## config.mk

```make
export PLATFORM = sky130hd
export DESIGN_NAME = phy_test_status_led_top
export DESIGN_NICKNAME = d
export VERILOG_FILES = /design/src/rtl/phy_test_status_led_pkg.sv /design/src/rtl/phy_test_status_led_top.sv
export VERILOG_INCLUDE_DIRS = /design/src /design/src/rtl
export SDC_FILE = /design/constraint.sdc
export NUM_CORES = 1
export LEC_CHECK = 0
export ABC_CLOCK_PERIOD_IN_PS = 3240
export BUFFER_PORTS_ARGS = -buffer_cell sky130_fd_sc_hd__buf_4
export CORE_AREA = 2 2 153 118
export CTS_CLUSTER_DIAMETER = 200
export DETAILED_ROUTE_END_ITERATION = 12
export DIE_AREA = 0 0 155 120
export HOLD_SLACK_MARGIN = 0.02
export PLACE_DENSITY = 0.85
export SLEW_MARGIN = 20
export SYNTH_ARGS = -nofsm -noshare
export SYNTH_HDL_FRONTEND = slang
export SYNTH_SLANG_ARGS = --single-unit
```

## constraint.sdc

```tcl
create_clock -name aclk -period 3.24 [get_ports aclk]
set_input_delay 0.486 -clock aclk [delete_from_list [all_inputs] [get_ports aclk]]
set_output_delay 0.486 -clock aclk [all_outputs]
set_load 0.005 [all_outputs]
```

## src/rtl/phy_test_status_led_regs.svh

```systemverilog
`ifndef PHY_TEST_STATUS_LED_REGS_SVH
`define PHY_TEST_STATUS_LED_REGS_SVH
`define RECEIVE_ERROR_COUNTER_IDX     5'h15
`define SELF_TEST_IDX      5'h16
`define GEN_STATUS_TWO_IDX 5'h17
`define LED_SOURCE_IDX     5'h18
`define SELF_TEST_WMASK    16'hF3FF
`define STATUS_TWO_RESET   16'h0040
`define GPIO_LAMP_RESET    4'h6
`define PATGEN_ON          4'hF
`define PATGEN_OFF         4'h0
`define ST_PATGEN_HI       15
`define ST_PATGEN_LO       12
`define ST_REV_FWD_BIT     7
`define ST_MII_TX_BIT      6
`define ST_LOOP_HI         5
`define ST_LOOP_LO         2
`define BLINK_TIME_MS      50
`define CLK_KHZ            25000
`define BLINK_CYCLES       (`BLINK_TIME_MS * `CLK_KHZ)
`endif

```

## src/rtl/phy_test_status_led_pkg.sv

```systemverilog
package phy_test_status_led_pkg;
  typedef enum logic [3:0] {
    LOOP_NONE     = 4'h0,
    LOOP_DIGITAL  = 4'h1,
    LOOP_ANALOG   = 4'h2,
    LOOP_EXTERNAL = 4'h4,
    LOOP_REVERSE  = 4'h8
  } loop_select_t;
  typedef enum logic [1:0] {
    PCS_OFF      = 2'h0,
    PCS_PRE_SCR  = 2'h1,
    PCS_POST_SCR = 2'h2,
    PCS_FULL     = 2'h3
  } pcs_loop_t;
  typedef struct packed {
    logic link_good;
    logic rx_act;
    logic tx_act;
    logic collision;
    logic link_1000;
    logic link_100;
    logic link_10;
    logic full_duplex;
    logic copper;
    logic rx_err;
    logic tx_err;
  } lamp_events_t;
  typedef struct packed {
    logic pd_found;
    logic pd_no_signal;
    logic pd_watchdog;
    logic pd_absent;
    logic checker_synced;
    logic generator_active;
    logic legacy_master;
    logic legacy_slave;
    logic core_power_normal;
  } core_status_t;
  typedef struct packed {
    logic       pattern_generator_enable;
    logic       reverse_loop_forward_to_mac;
    logic       mii_loop_transmit_to_line;
    logic       loop_digital;
    logic       loop_analog;
    logic       loop_external;
    logic       loop_reverse;
    logic       pcs_loop_pre_scrambler;
    logic       pcs_loop_pre_encoder;
    logic       pcs_loop_full;
    logic       pcs_loop_gigabit;
  } test_controls_t;
endpackage : phy_test_status_led_pkg

```

## src/rtl/phy_test_status_led_top.sv

```systemverilog
`timescale 1ns/1ns
`include "phy_test_status_led_regs.svh"
module phy_test_status_led_top #(
  parameter int unsigned BLINK_CYCLES = `BLINK_CYCLES
) (
  input  wire logic                                  aclk,
  input  wire logic                                  aresetn,
  input  wire logic                                  clk_en,
  input  wire logic [11:0]                           lamp_strap,
  input  wire logic                                  rx_error_event,
  input  wire logic                                  gigabit_mode,
  input  wire logic                                  checker_sync_lost,
  input  wire phy_test_status_led_pkg::core_status_t core_status,
  input  wire phy_test_status_led_pkg::lamp_events_t lamp_events,
  input  wire logic [6:0]                            s_axi_awaddr,
  input  wire logic                                  s_axi_awvalid,
  output logic                                       s_axi_awready,
  input  wire logic [31:0]                           s_axi_wdata,
  input  wire logic [3:0]                            s_axi_wstrb,
  input  wire logic                                  s_axi_wvalid,
  output logic                                       s_axi_wready,
  output logic [1:0]                                 s_axi_bresp,
  output logic                                       s_axi_bvalid,
  input  wire logic                                  s_axi_bready,
  input  wire logic [6:0]                            s_axi_araddr,
  input  wire logic                                  s_axi_arvalid,
  output logic                                       s_axi_arready,
  output logic [31:0]                                s_axi_rdata,
  output logic [1:0]                                 s_axi_rresp,
  output logic                                       s_axi_rvalid,
  input  wire logic                                  s_axi_rready,
  output phy_test_status_led_pkg::test_controls_t    test_controls,
  output logic [3:0]                                 lamp_out
);

  logic [15:0] receive_error_counter_reg;
  logic [15:0] self_test_reg;
  logic [3:0]  pd_flags_reg;
  logic        sync_lost_reg;
  logic [15:0] lamp_source_reg;
  logic        strap_loaded_reg;
  logic [6:0]  aw_addr_reg;
  logic        aw_held_reg;
  logic [31:0] w_data_reg;
  logic [3:0]  w_strb_reg;
  logic        w_held_reg;
  logic [31:0] blink_cnt_reg;
  logic        blink_reg;

  // external event inputs pass two flops
  logic [1:0]  rx_err_sync_reg;
  logic [1:0]  lost_sync_reg;
  logic [1:0]  gig_sync_reg;
  logic        rx_err_d_reg;
  logic        lost_d_reg;
  phy_test_status_led_pkg::core_status_t cs_meta_reg;
  phy_test_status_led_pkg::core_status_t cs_reg;
  phy_test_status_led_pkg::lamp_events_t ev_meta_reg;
  phy_test_status_led_pkg::lamp_events_t ev_reg;

  logic        wr_fire;
  logic        rd_fire;
  logic [4:0]  wr_idx;
  logic [4:0]  rd_idx;
  logic        wr_hit;
  logic        rd_hit;
  logic [15:0] wmask;
  logic [15:0] wval;
  logic [15:0] rx_err_kept;
  logic [3:0]  lamp_lit;
  logic        rx_err_pulse;
  logic        lost_pulse;
  logic        status_read;
  logic [15:0] status_word;
  logic [15:0] rd_word;

  always_ff @(posedge aclk) begin
    if (!aresetn) begin
      rx_err_sync_reg <= 2'h0;
      lost_sync_reg   <= 2'h0;
      gig_sync_reg    <= 2'h0;
      rx_err_d_reg    <= 1'b0;
      lost_d_reg      <= 1'b0;
      cs_meta_reg     <= '0;
      cs_reg          <= '0;
      ev_meta_reg     <= '0;
      ev_reg          <= '0;
    end else if (clk_en) begin
      rx_err_sync_reg <= {rx_err_sync_reg[0], rx_error_event};
      lost_sync_reg   <= {lost_sync_reg[0], checker_sync_lost};
      gig_sync_reg    <= {gig_sync_reg[0], gigabit_mode};
      rx_err_d_reg    <= rx_err_sync_reg[1];
      lost_d_reg      <= lost_sync_reg[1];
      cs_meta_reg     <= core_status;
      cs_reg          <= cs_meta_reg;
      ev_meta_reg     <= lamp_events;
      ev_reg          <= ev_meta_reg;
    end
  end

  assign rx_err_pulse = rx_err_sync_reg[1] & ~rx_err_d_reg;
  assign lost_pulse   = lost_sync_reg[1] & ~lost_d_reg;

  // write channels are captured independently, then committed together
  assign wr_fire = aw_held_reg & w_held_reg & ~s_axi_bvalid;
  assign wr_idx  = aw_addr_reg[6:2];
  assign wr_hit  = (aw_addr_reg[1:0] == 2'h0) &&
                   (wr_idx >= `RECEIVE_ERROR_COUNTER_IDX) && (wr_idx <= `LED_SOURCE_IDX);
  assign wmask   = {{8{w_strb_reg[1]}}, {8{w_strb_reg[0]}}};
  assign wval    = w_data_reg[15:0];
  assign rx_err_kept = receive_error_counter_reg & ~(wval & wmask);

  always_ff @(posedge aclk) begin
    if (!aresetn) begin
      aw_held_reg   <= 1'b0;
      aw_addr_reg   <= 7'h00;
      s_axi_awready <= 1'b0;
    end else if (clk_en) begin
      s_axi_awready <= ~aw_held_reg & ~(s_axi_awvalid & s_axi_awready);
      if (s_axi_awvalid && s_axi_awready) begin
        aw_held_reg <= 1'b1;
        aw_addr_reg <= s_axi_awaddr;
      end else if (wr_fire) begin
        aw_held_reg <= 1'b0;
      end
    end
  end

  always_ff @(posedge aclk) begin
    if (!aresetn) begin
      w_held_reg   <= 1'b0;
      w_data_reg   <= 32'h0000_0000;
      w_strb_reg   <= 4'h0;
      s_axi_wready <= 1'b0;
    end else if (clk_en) begin
      s_axi_wready <= ~w_held_reg & ~(s_axi_wvalid & s_axi_wready);
      if (s_axi_wvalid && s_axi_wready) begin
        w_held_reg <= 1'b1;
        w_data_reg <= s_axi_wdata;
        w_strb_reg <= s_axi_wstrb;
      end else if (wr_fire) begin
        w_held_reg <= 1'b0;
      end
    end
  end

  always_ff @(posedge aclk) begin
    if (!aresetn) begin
      s_axi_bvalid <= 1'b0;
      s_axi_bresp  <= 2'h0;
    end else if (clk_en) begin
      if (wr_fire) begin
        s_axi_bvalid <= 1'b1;
        s_axi_bresp  <= wr_hit ? 2'h0 : 2'h2;
      end else if (s_axi_bready) begin
        s_axi_bvalid <= 1'b0;
      end
    end
  end

  // receive error count: saturates at FFFF; an event in a write-one-clear cycle is added after the clear
  always_ff @(posedge aclk) begin
    if (!aresetn) begin
      receive_error_counter_reg <= 16'h0000;
    end else if (clk_en) begin
      if (wr_fire && wr_hit && wr_idx == `RECEIVE_ERROR_COUNTER_IDX) begin
        receive_error_counter_reg <= rx_err_kept +
                          {15'h0000, rx_err_pulse && rx_err_kept != 16'hFFFF};
      end else if (rx_err_pulse && receive_error_counter_reg != 16'hFFFF) begin
        receive_error_counter_reg <= receive_error_counter_reg + 16'h0001;
      end
    end
  end

  always_ff @(posedge aclk) begin
    if (!aresetn) begin
      self_test_reg <= 16'h0000;
    end else if (clk_en && wr_fire && wr_hit && wr_idx == `SELF_TEST_IDX) begin
      self_test_reg <= (self_test_reg & ~(wmask & `SELF_TEST_WMASK)) |
                       (wval & wmask & `SELF_TEST_WMASK);
    end
  end

  // lamp sources: gpio fixed reset, others loaded from straps after release
  always_ff @(posedge aclk) begin
    if (!aresetn) begin
      lamp_source_reg  <= {`GPIO_LAMP_RESET, 12'h000};
      strap_loaded_reg <= 1'b0;
    end else if (clk_en) begin
      if (!strap_loaded_reg) begin
        lamp_source_reg[11:0] <= lamp_strap;
        strap_loaded_reg      <= 1'b1;
      end else if (wr_fire && wr_hit && wr_idx == `LED_SOURCE_IDX) begin
        lamp_source_reg <= (lamp_source_reg & ~wmask) | (wval & wmask);
      end
    end
  end

  // read channel
  assign rd_fire     = s_axi_arvalid & s_axi_arready;
  assign rd_idx      = s_axi_araddr[6:2];
  assign rd_hit      = (s_axi_araddr[1:0] == 2'h0) &&
                       (rd_idx >= `RECEIVE_ERROR_COUNTER_IDX) && (rd_idx <= `LED_SOURCE_IDX);
  assign status_read = rd_fire && rd_hit && rd_idx == `GEN_STATUS_TWO_IDX;

  assign status_word = {pd_flags_reg,
                        cs_reg.checker_synced,
                        sync_lost_reg,
                        cs_reg.generator_active,
                        cs_reg.legacy_master,
                        cs_reg.legacy_slave,
                        cs_reg.core_power_normal | ~strap_loaded_reg,
                        6'h00};

  always_comb begin
    unique case (rd_idx)
      `RECEIVE_ERROR_COUNTER_IDX:     rd_word = receive_error_counter_reg;
      `SELF_TEST_IDX:      rd_word = self_test_reg;
      `GEN_STATUS_TWO_IDX: rd_word = status_word;
      `LED_SOURCE_IDX:     rd_word = lamp_source_reg;
      default:             rd_word = 16'h0000;
    endcase
  end

  // read-clear flags; a new event in the read cycle survives
  always_ff @(posedge aclk) begin
    if (!aresetn) begin
      pd_flags_reg  <= 4'h0;
      sync_lost_reg <= 1'b0;
    end else if (clk_en) begin
      pd_flags_reg  <= (status_read ? 4'h0 : pd_flags_reg) |
                       {cs_reg.pd_found, cs_reg.pd_no_signal,
                        cs_reg.pd_watchdog, cs_reg.pd_absent};
      sync_lost_reg <= (status_read ? 1'b0 : sync_lost_reg) | lost_pulse;
    end
  end

  always_ff @(posedge aclk) begin
    if (!aresetn) begin
      s_axi_arready <= 1'b0;
      s_axi_rvalid  <= 1'b0;
      s_axi_rdata   <= 32'h0000_0000;
      s_axi_rresp   <= 2'h0;
    end else if (clk_en) begin
      s_axi_arready <= ~s_axi_rvalid & ~rd_fire;
      if (rd_fire) begin
        s_axi_rvalid <= 1'b1;
        s_axi_rdata  <= {16'h0000, rd_hit ? rd_word : 16'h0000};
        s_axi_rresp  <= rd_hit ? 2'h0 : 2'h2;
      end else if (s_axi_rready) begin
        s_axi_rvalid <= 1'b0;
      end
    end
  end

  // decoded test controls
  always_ff @(posedge aclk) begin
    if (!aresetn) begin
      test_controls <= '0;
    end else if (clk_en) begin
      test_controls.pattern_generator_enable <=
        self_test_reg[`ST_PATGEN_HI:`ST_PATGEN_LO] == `PATGEN_ON;
      test_controls.reverse_loop_forward_to_mac <=
        self_test_reg[`ST_REV_FWD_BIT] &&
        self_test_reg[`ST_LOOP_HI:`ST_LOOP_LO] == phy_test_status_led_pkg::LOOP_REVERSE;
      test_controls.mii_loop_transmit_to_line <= self_test_reg[`ST_MII_TX_BIT];
      test_controls.loop_digital  <= self_test_reg[5:2] == phy_test_status_led_pkg::LOOP_DIGITAL;
      test_controls.loop_analog   <= self_test_reg[5:2] == phy_test_status_led_pkg::LOOP_ANALOG;
      test_controls.loop_external <=
        self_test_reg[5:2] == phy_test_status_led_pkg::LOOP_EXTERNAL;
      test_controls.loop_reverse  <= self_test_reg[5:2] == phy_test_status_led_pkg::LOOP_REVERSE;
      test_controls.pcs_loop_pre_scrambler <=
        !gig_sync_reg[1] && self_test_reg[1:0] == phy_test_status_led_pkg::PCS_PRE_SCR;
      test_controls.pcs_loop_pre_encoder <=
        !gig_sync_reg[1] && self_test_reg[1:0] == phy_test_status_led_pkg::PCS_POST_SCR;
      test_controls.pcs_loop_full <=
        !gig_sync_reg[1] && self_test_reg[1:0] == phy_test_status_led_pkg::PCS_FULL;
      test_controls.pcs_loop_gigabit <= gig_sync_reg[1] && self_test_reg[0];
    end
  end

  always_ff @(posedge aclk) begin
    if (!aresetn) begin
      blink_cnt_reg <= 32'h0000_0000;
      blink_reg     <= 1'b0;
    end else if (clk_en) begin
      if (blink_cnt_reg >= BLINK_CYCLES - 1) begin
        blink_cnt_reg <= 32'h0000_0000;
        blink_reg     <= ~blink_reg;
      end else begin
        blink_cnt_reg <= blink_cnt_reg + 32'h0000_0001;
      end
    end
  end

  // per-lamp source multiplexer
  for (genvar i = 0; i < 4; i++) begin : g_lamp
    logic [3:0] sel;
    logic       lit;
    assign sel = lamp_source_reg[4*i +: 4];
    always_comb begin
      unique case (sel)
        4'h0: lit = ev_reg.link_good;
        4'h1: lit = ev_reg.rx_act | ev_reg.tx_act;
        4'h2: lit = ev_reg.tx_act;
        4'h3: lit = ev_reg.rx_act;
        4'h4: lit = ev_reg.collision;
        4'h5: lit = ev_reg.link_1000;
        4'h6: lit = ev_reg.link_100;
        4'h7: lit = ev_reg.link_10;
        4'h8: lit = ev_reg.link_10 | ev_reg.link_100;
        4'h9: lit = ev_reg.link_100 | ev_reg.link_1000;
        4'hA: lit = ev_reg.full_duplex;
        4'hB: lit = ev_reg.link_good & ev_reg.copper &
                    ~((ev_reg.rx_act | ev_reg.tx_act) & blink_reg);
        4'hD: lit = ev_reg.rx_err | ev_reg.tx_err;
        4'hE: lit = ev_reg.rx_err;
        default: lit = 1'b0;
      endcase
    end
    assign lamp_lit[i] = lit;
  end

  always_ff @(posedge aclk) begin
    if (!aresetn) begin
      lamp_out <= 4'h0;
    end else if (clk_en) begin
      lamp_out <= lamp_lit;
    end
  end

endmodule : phy_test_status_led_top

```

==> summary.txt <==
CP max stage cell = dfxtp_1
Worst hold path class = input pin to flop
Setup Viol. Count Final = 0
Crit path required time = 3.57 ns
Final WL = 27,200 um
IO Pins = 149
Number of synthesized flops with an enable pin = 0
Async set-reset flop share out of synthesis = 0%
DP Area = 10,500 um^2
GP Congestion = 0.967
Crit share post-route = 92.0%
Synth warnings = 0
Post-synth top flop = dfxtp_1
VDD IR max = 0.367 mV
GR Overflow Total = 0
Drt drc = 0
Clk root buf = clkbuf_16
Relative slew margins = 43.3%
TritonRoute pass-1 iters = 5
Outcome = completed
TNS Setup = 0 ns
CTS tree = built
Leakage power = 4.34 nW
Core ar. = 17,200 um^2
Post-CTS sizing = 0
RSZ-0062 raised after global routing = no
Largest cells by area after synthesis = dfxtp_1 (42%), mux2i_1 (8.3%), nor2_1 (7.7%)
Hold_ws = 0.283 ns
Antenna Cells = 0
Htree depth = 4
Tmin final = 2.98 ns
Synth area leader = dfxtp_1
Clk slew on worst S/H paths = 0.07 ns
Routed vias/inst = 6.05
Register area share after synthesis = 41.5%
Layout cell share with drive strength beyond 1 = 15.3%
Power Dens Cells = 460 nW/um^2
Total GRT Usage = 29.6%
Fin nets = 1,349
Inserted Clock Buffers = 17
Crit path largest cell delay = 0.53 ns
Largest net degree at the start of global routing = 56
Chip Width = 155 um
#FFs+latches synth = 198
Bufs on Longest Clock Path = 2
Die height = 120 um
Final std cell area, no fill = 11,100 um^2
CTS Sinks = 198
Unique masters post-synth = 68
Critical Path Sink Type = flop
Antenna violations before repair = 0
Post-Syn Area = 9550 um^2
Worst setup SP type = flop
Crit path cell chain = o31ai_4 -> nand3_2 -> nor2_1 -> a21oi_1 -> ha_1 -> ha_1 -> and3_1 -> nand4b_1 -> nor3_1 -> and3b_1 -> xnor2_1 -> o41ai_1
Area delta synth->final = 16.6%
Clk_lat worst skew = 0.44 ns
Cell Count, Final, Fillers Out = 1,484
Starting density of the core = 55.6%
Post-CTS setup buffers = 0
Most used cell, CP = ha_1
Final Max Tran Viols = 0
CP Class = flop to flop
Yosys top cell area share = 41.5%
First-pass GRT wire length = 43,500 um
CTS Hold Buffers Added = 0
Fin. Hold Viols = 0
First DRT Iteration DRCs = 1,109
Post-Syn Instances = 1,164
Die area = 18,600 um^2
Least-Margin Pin Slew = 0.828 ns
Dpl hpwl = 19,700 um
Row count = 42
Vias in the first global route = 8,176
Routed WL per cell = 18.3 um
Placed cells = 1,452
Critical Path AT = 3.31 ns
Fmax = 336 MHz
Max-capacitance violation count = 0
Synthesized area per cell = 8.20 um^2
Antenna Nets Post-Route = 0
Clock Skew = 0.0115 ns
Critical Path Fanout Max = 6
Buffers on Ports = 112
Via count = 8,973
## through the flow
stage	total power (W)	setup slack [ns]	util, %
6_report	0.00512	0.260	64.8
3_3_place_gp	0.00299	0.429	61.3
2_1_floorplan	0.00285	0.455	-
5_1_grt	0.00528	0.0389	64.8
4_1_cts	0.00512	0.341	64.8
3_5_place_dp	0.00300	0.391	61.3
## final cells by class
class                   instances  area [um^2]
clock buffers                  18          429
clock inverters                14          168
fillers                      1455         6050
inverters                      11         43.8
multi-input cells             873         5120
flip-flops and latches        198         3960
well taps                     220          275
repair buffers                150         1130
## synthesized netlist by cell type, types with 7 or more instances
library cell  count
dfxtp_1         198
nor2_1          197
nand2_1         132
a21oi_1         103
mux2i_1          79
clkbuf_1         65
nand3_1          42
o21ai_0          33
nand4_1          22
nor3_1           22
xor2_1           21
a22oi_1          19
buf_4            19
xnor2_1          15
a211oi_1         14
and3_1           12
a311oi_1         10
inv_1            10
a222oi_1          8
and4_1            8
buf_1             8
nor4_1            7
o31ai_1           7
## path summary, 6_finish.rpt
path                  start                            end  slack, ns  depth (start not counted)
max           w_data_reg[3]  receive_error_counter_reg[14]       0.26                         12
min          lamp_events[9]                 ev_meta_reg[9]       0.28                          3
max reg2reg   w_data_reg[3]  receive_error_counter_reg[14]       0.26                         12
min reg2reg      lost_d_reg                     lost_d_reg       0.47                          2
## cell families after synthesis
family,Yosys count,share of synthesized area (%)
buf+inv,110,5.49
flops,198,41.5
xor+xnor,36,3.30
compound gates,243,16.4
fa+ha+maj,5,0.655
simple gates,488,23.4
other cells,1,0.0393
mux,83,9.23
## worst max-delay path, delay by kind of cell, from the launching register on
family | cells | cell delay, ns
adders and majority gates | 2 | 0.48
and+or+nand+nor | 6 | 1.27
xor gates and xnor gates | 1 | 0.06
AOI/OAI and AO/OA | 3 | 0.54
DFF | 1 | 0.53
## where the power goes
group,switching [W],total (W),internal [W]
Combinational,0.000207,0.000381,0.000174
Sequential,0.0000798,0.00257,0.00249
Clock,0.000999,0.00216,0.00116
## routing by layer
metal	vias to the layer above	track usage [%]	share of wire, %
met5	-	0	0
met4	0	9.55	1.9
met3	40	5.13	9.0
met2	439	44.9	44
met1	4222	42.7	45
li1	4272	-	-
## cell usage in the layout, fill, tap and decap left out, types with 17 or more instances in the layout
master,n
nor3_1,22
xor2_1,21
buf_4,150
mux2i_1,79
a22oi_1,19
conb_1,18
clkbuf_16,17
o21ai_0,33
dfxtp_1,198
nand2_1,132
nor2_1,197
nand3_1,42
nand4_1,22
a21oi_1,103
No activity file was read; power rests on OpenSTA's default activity.
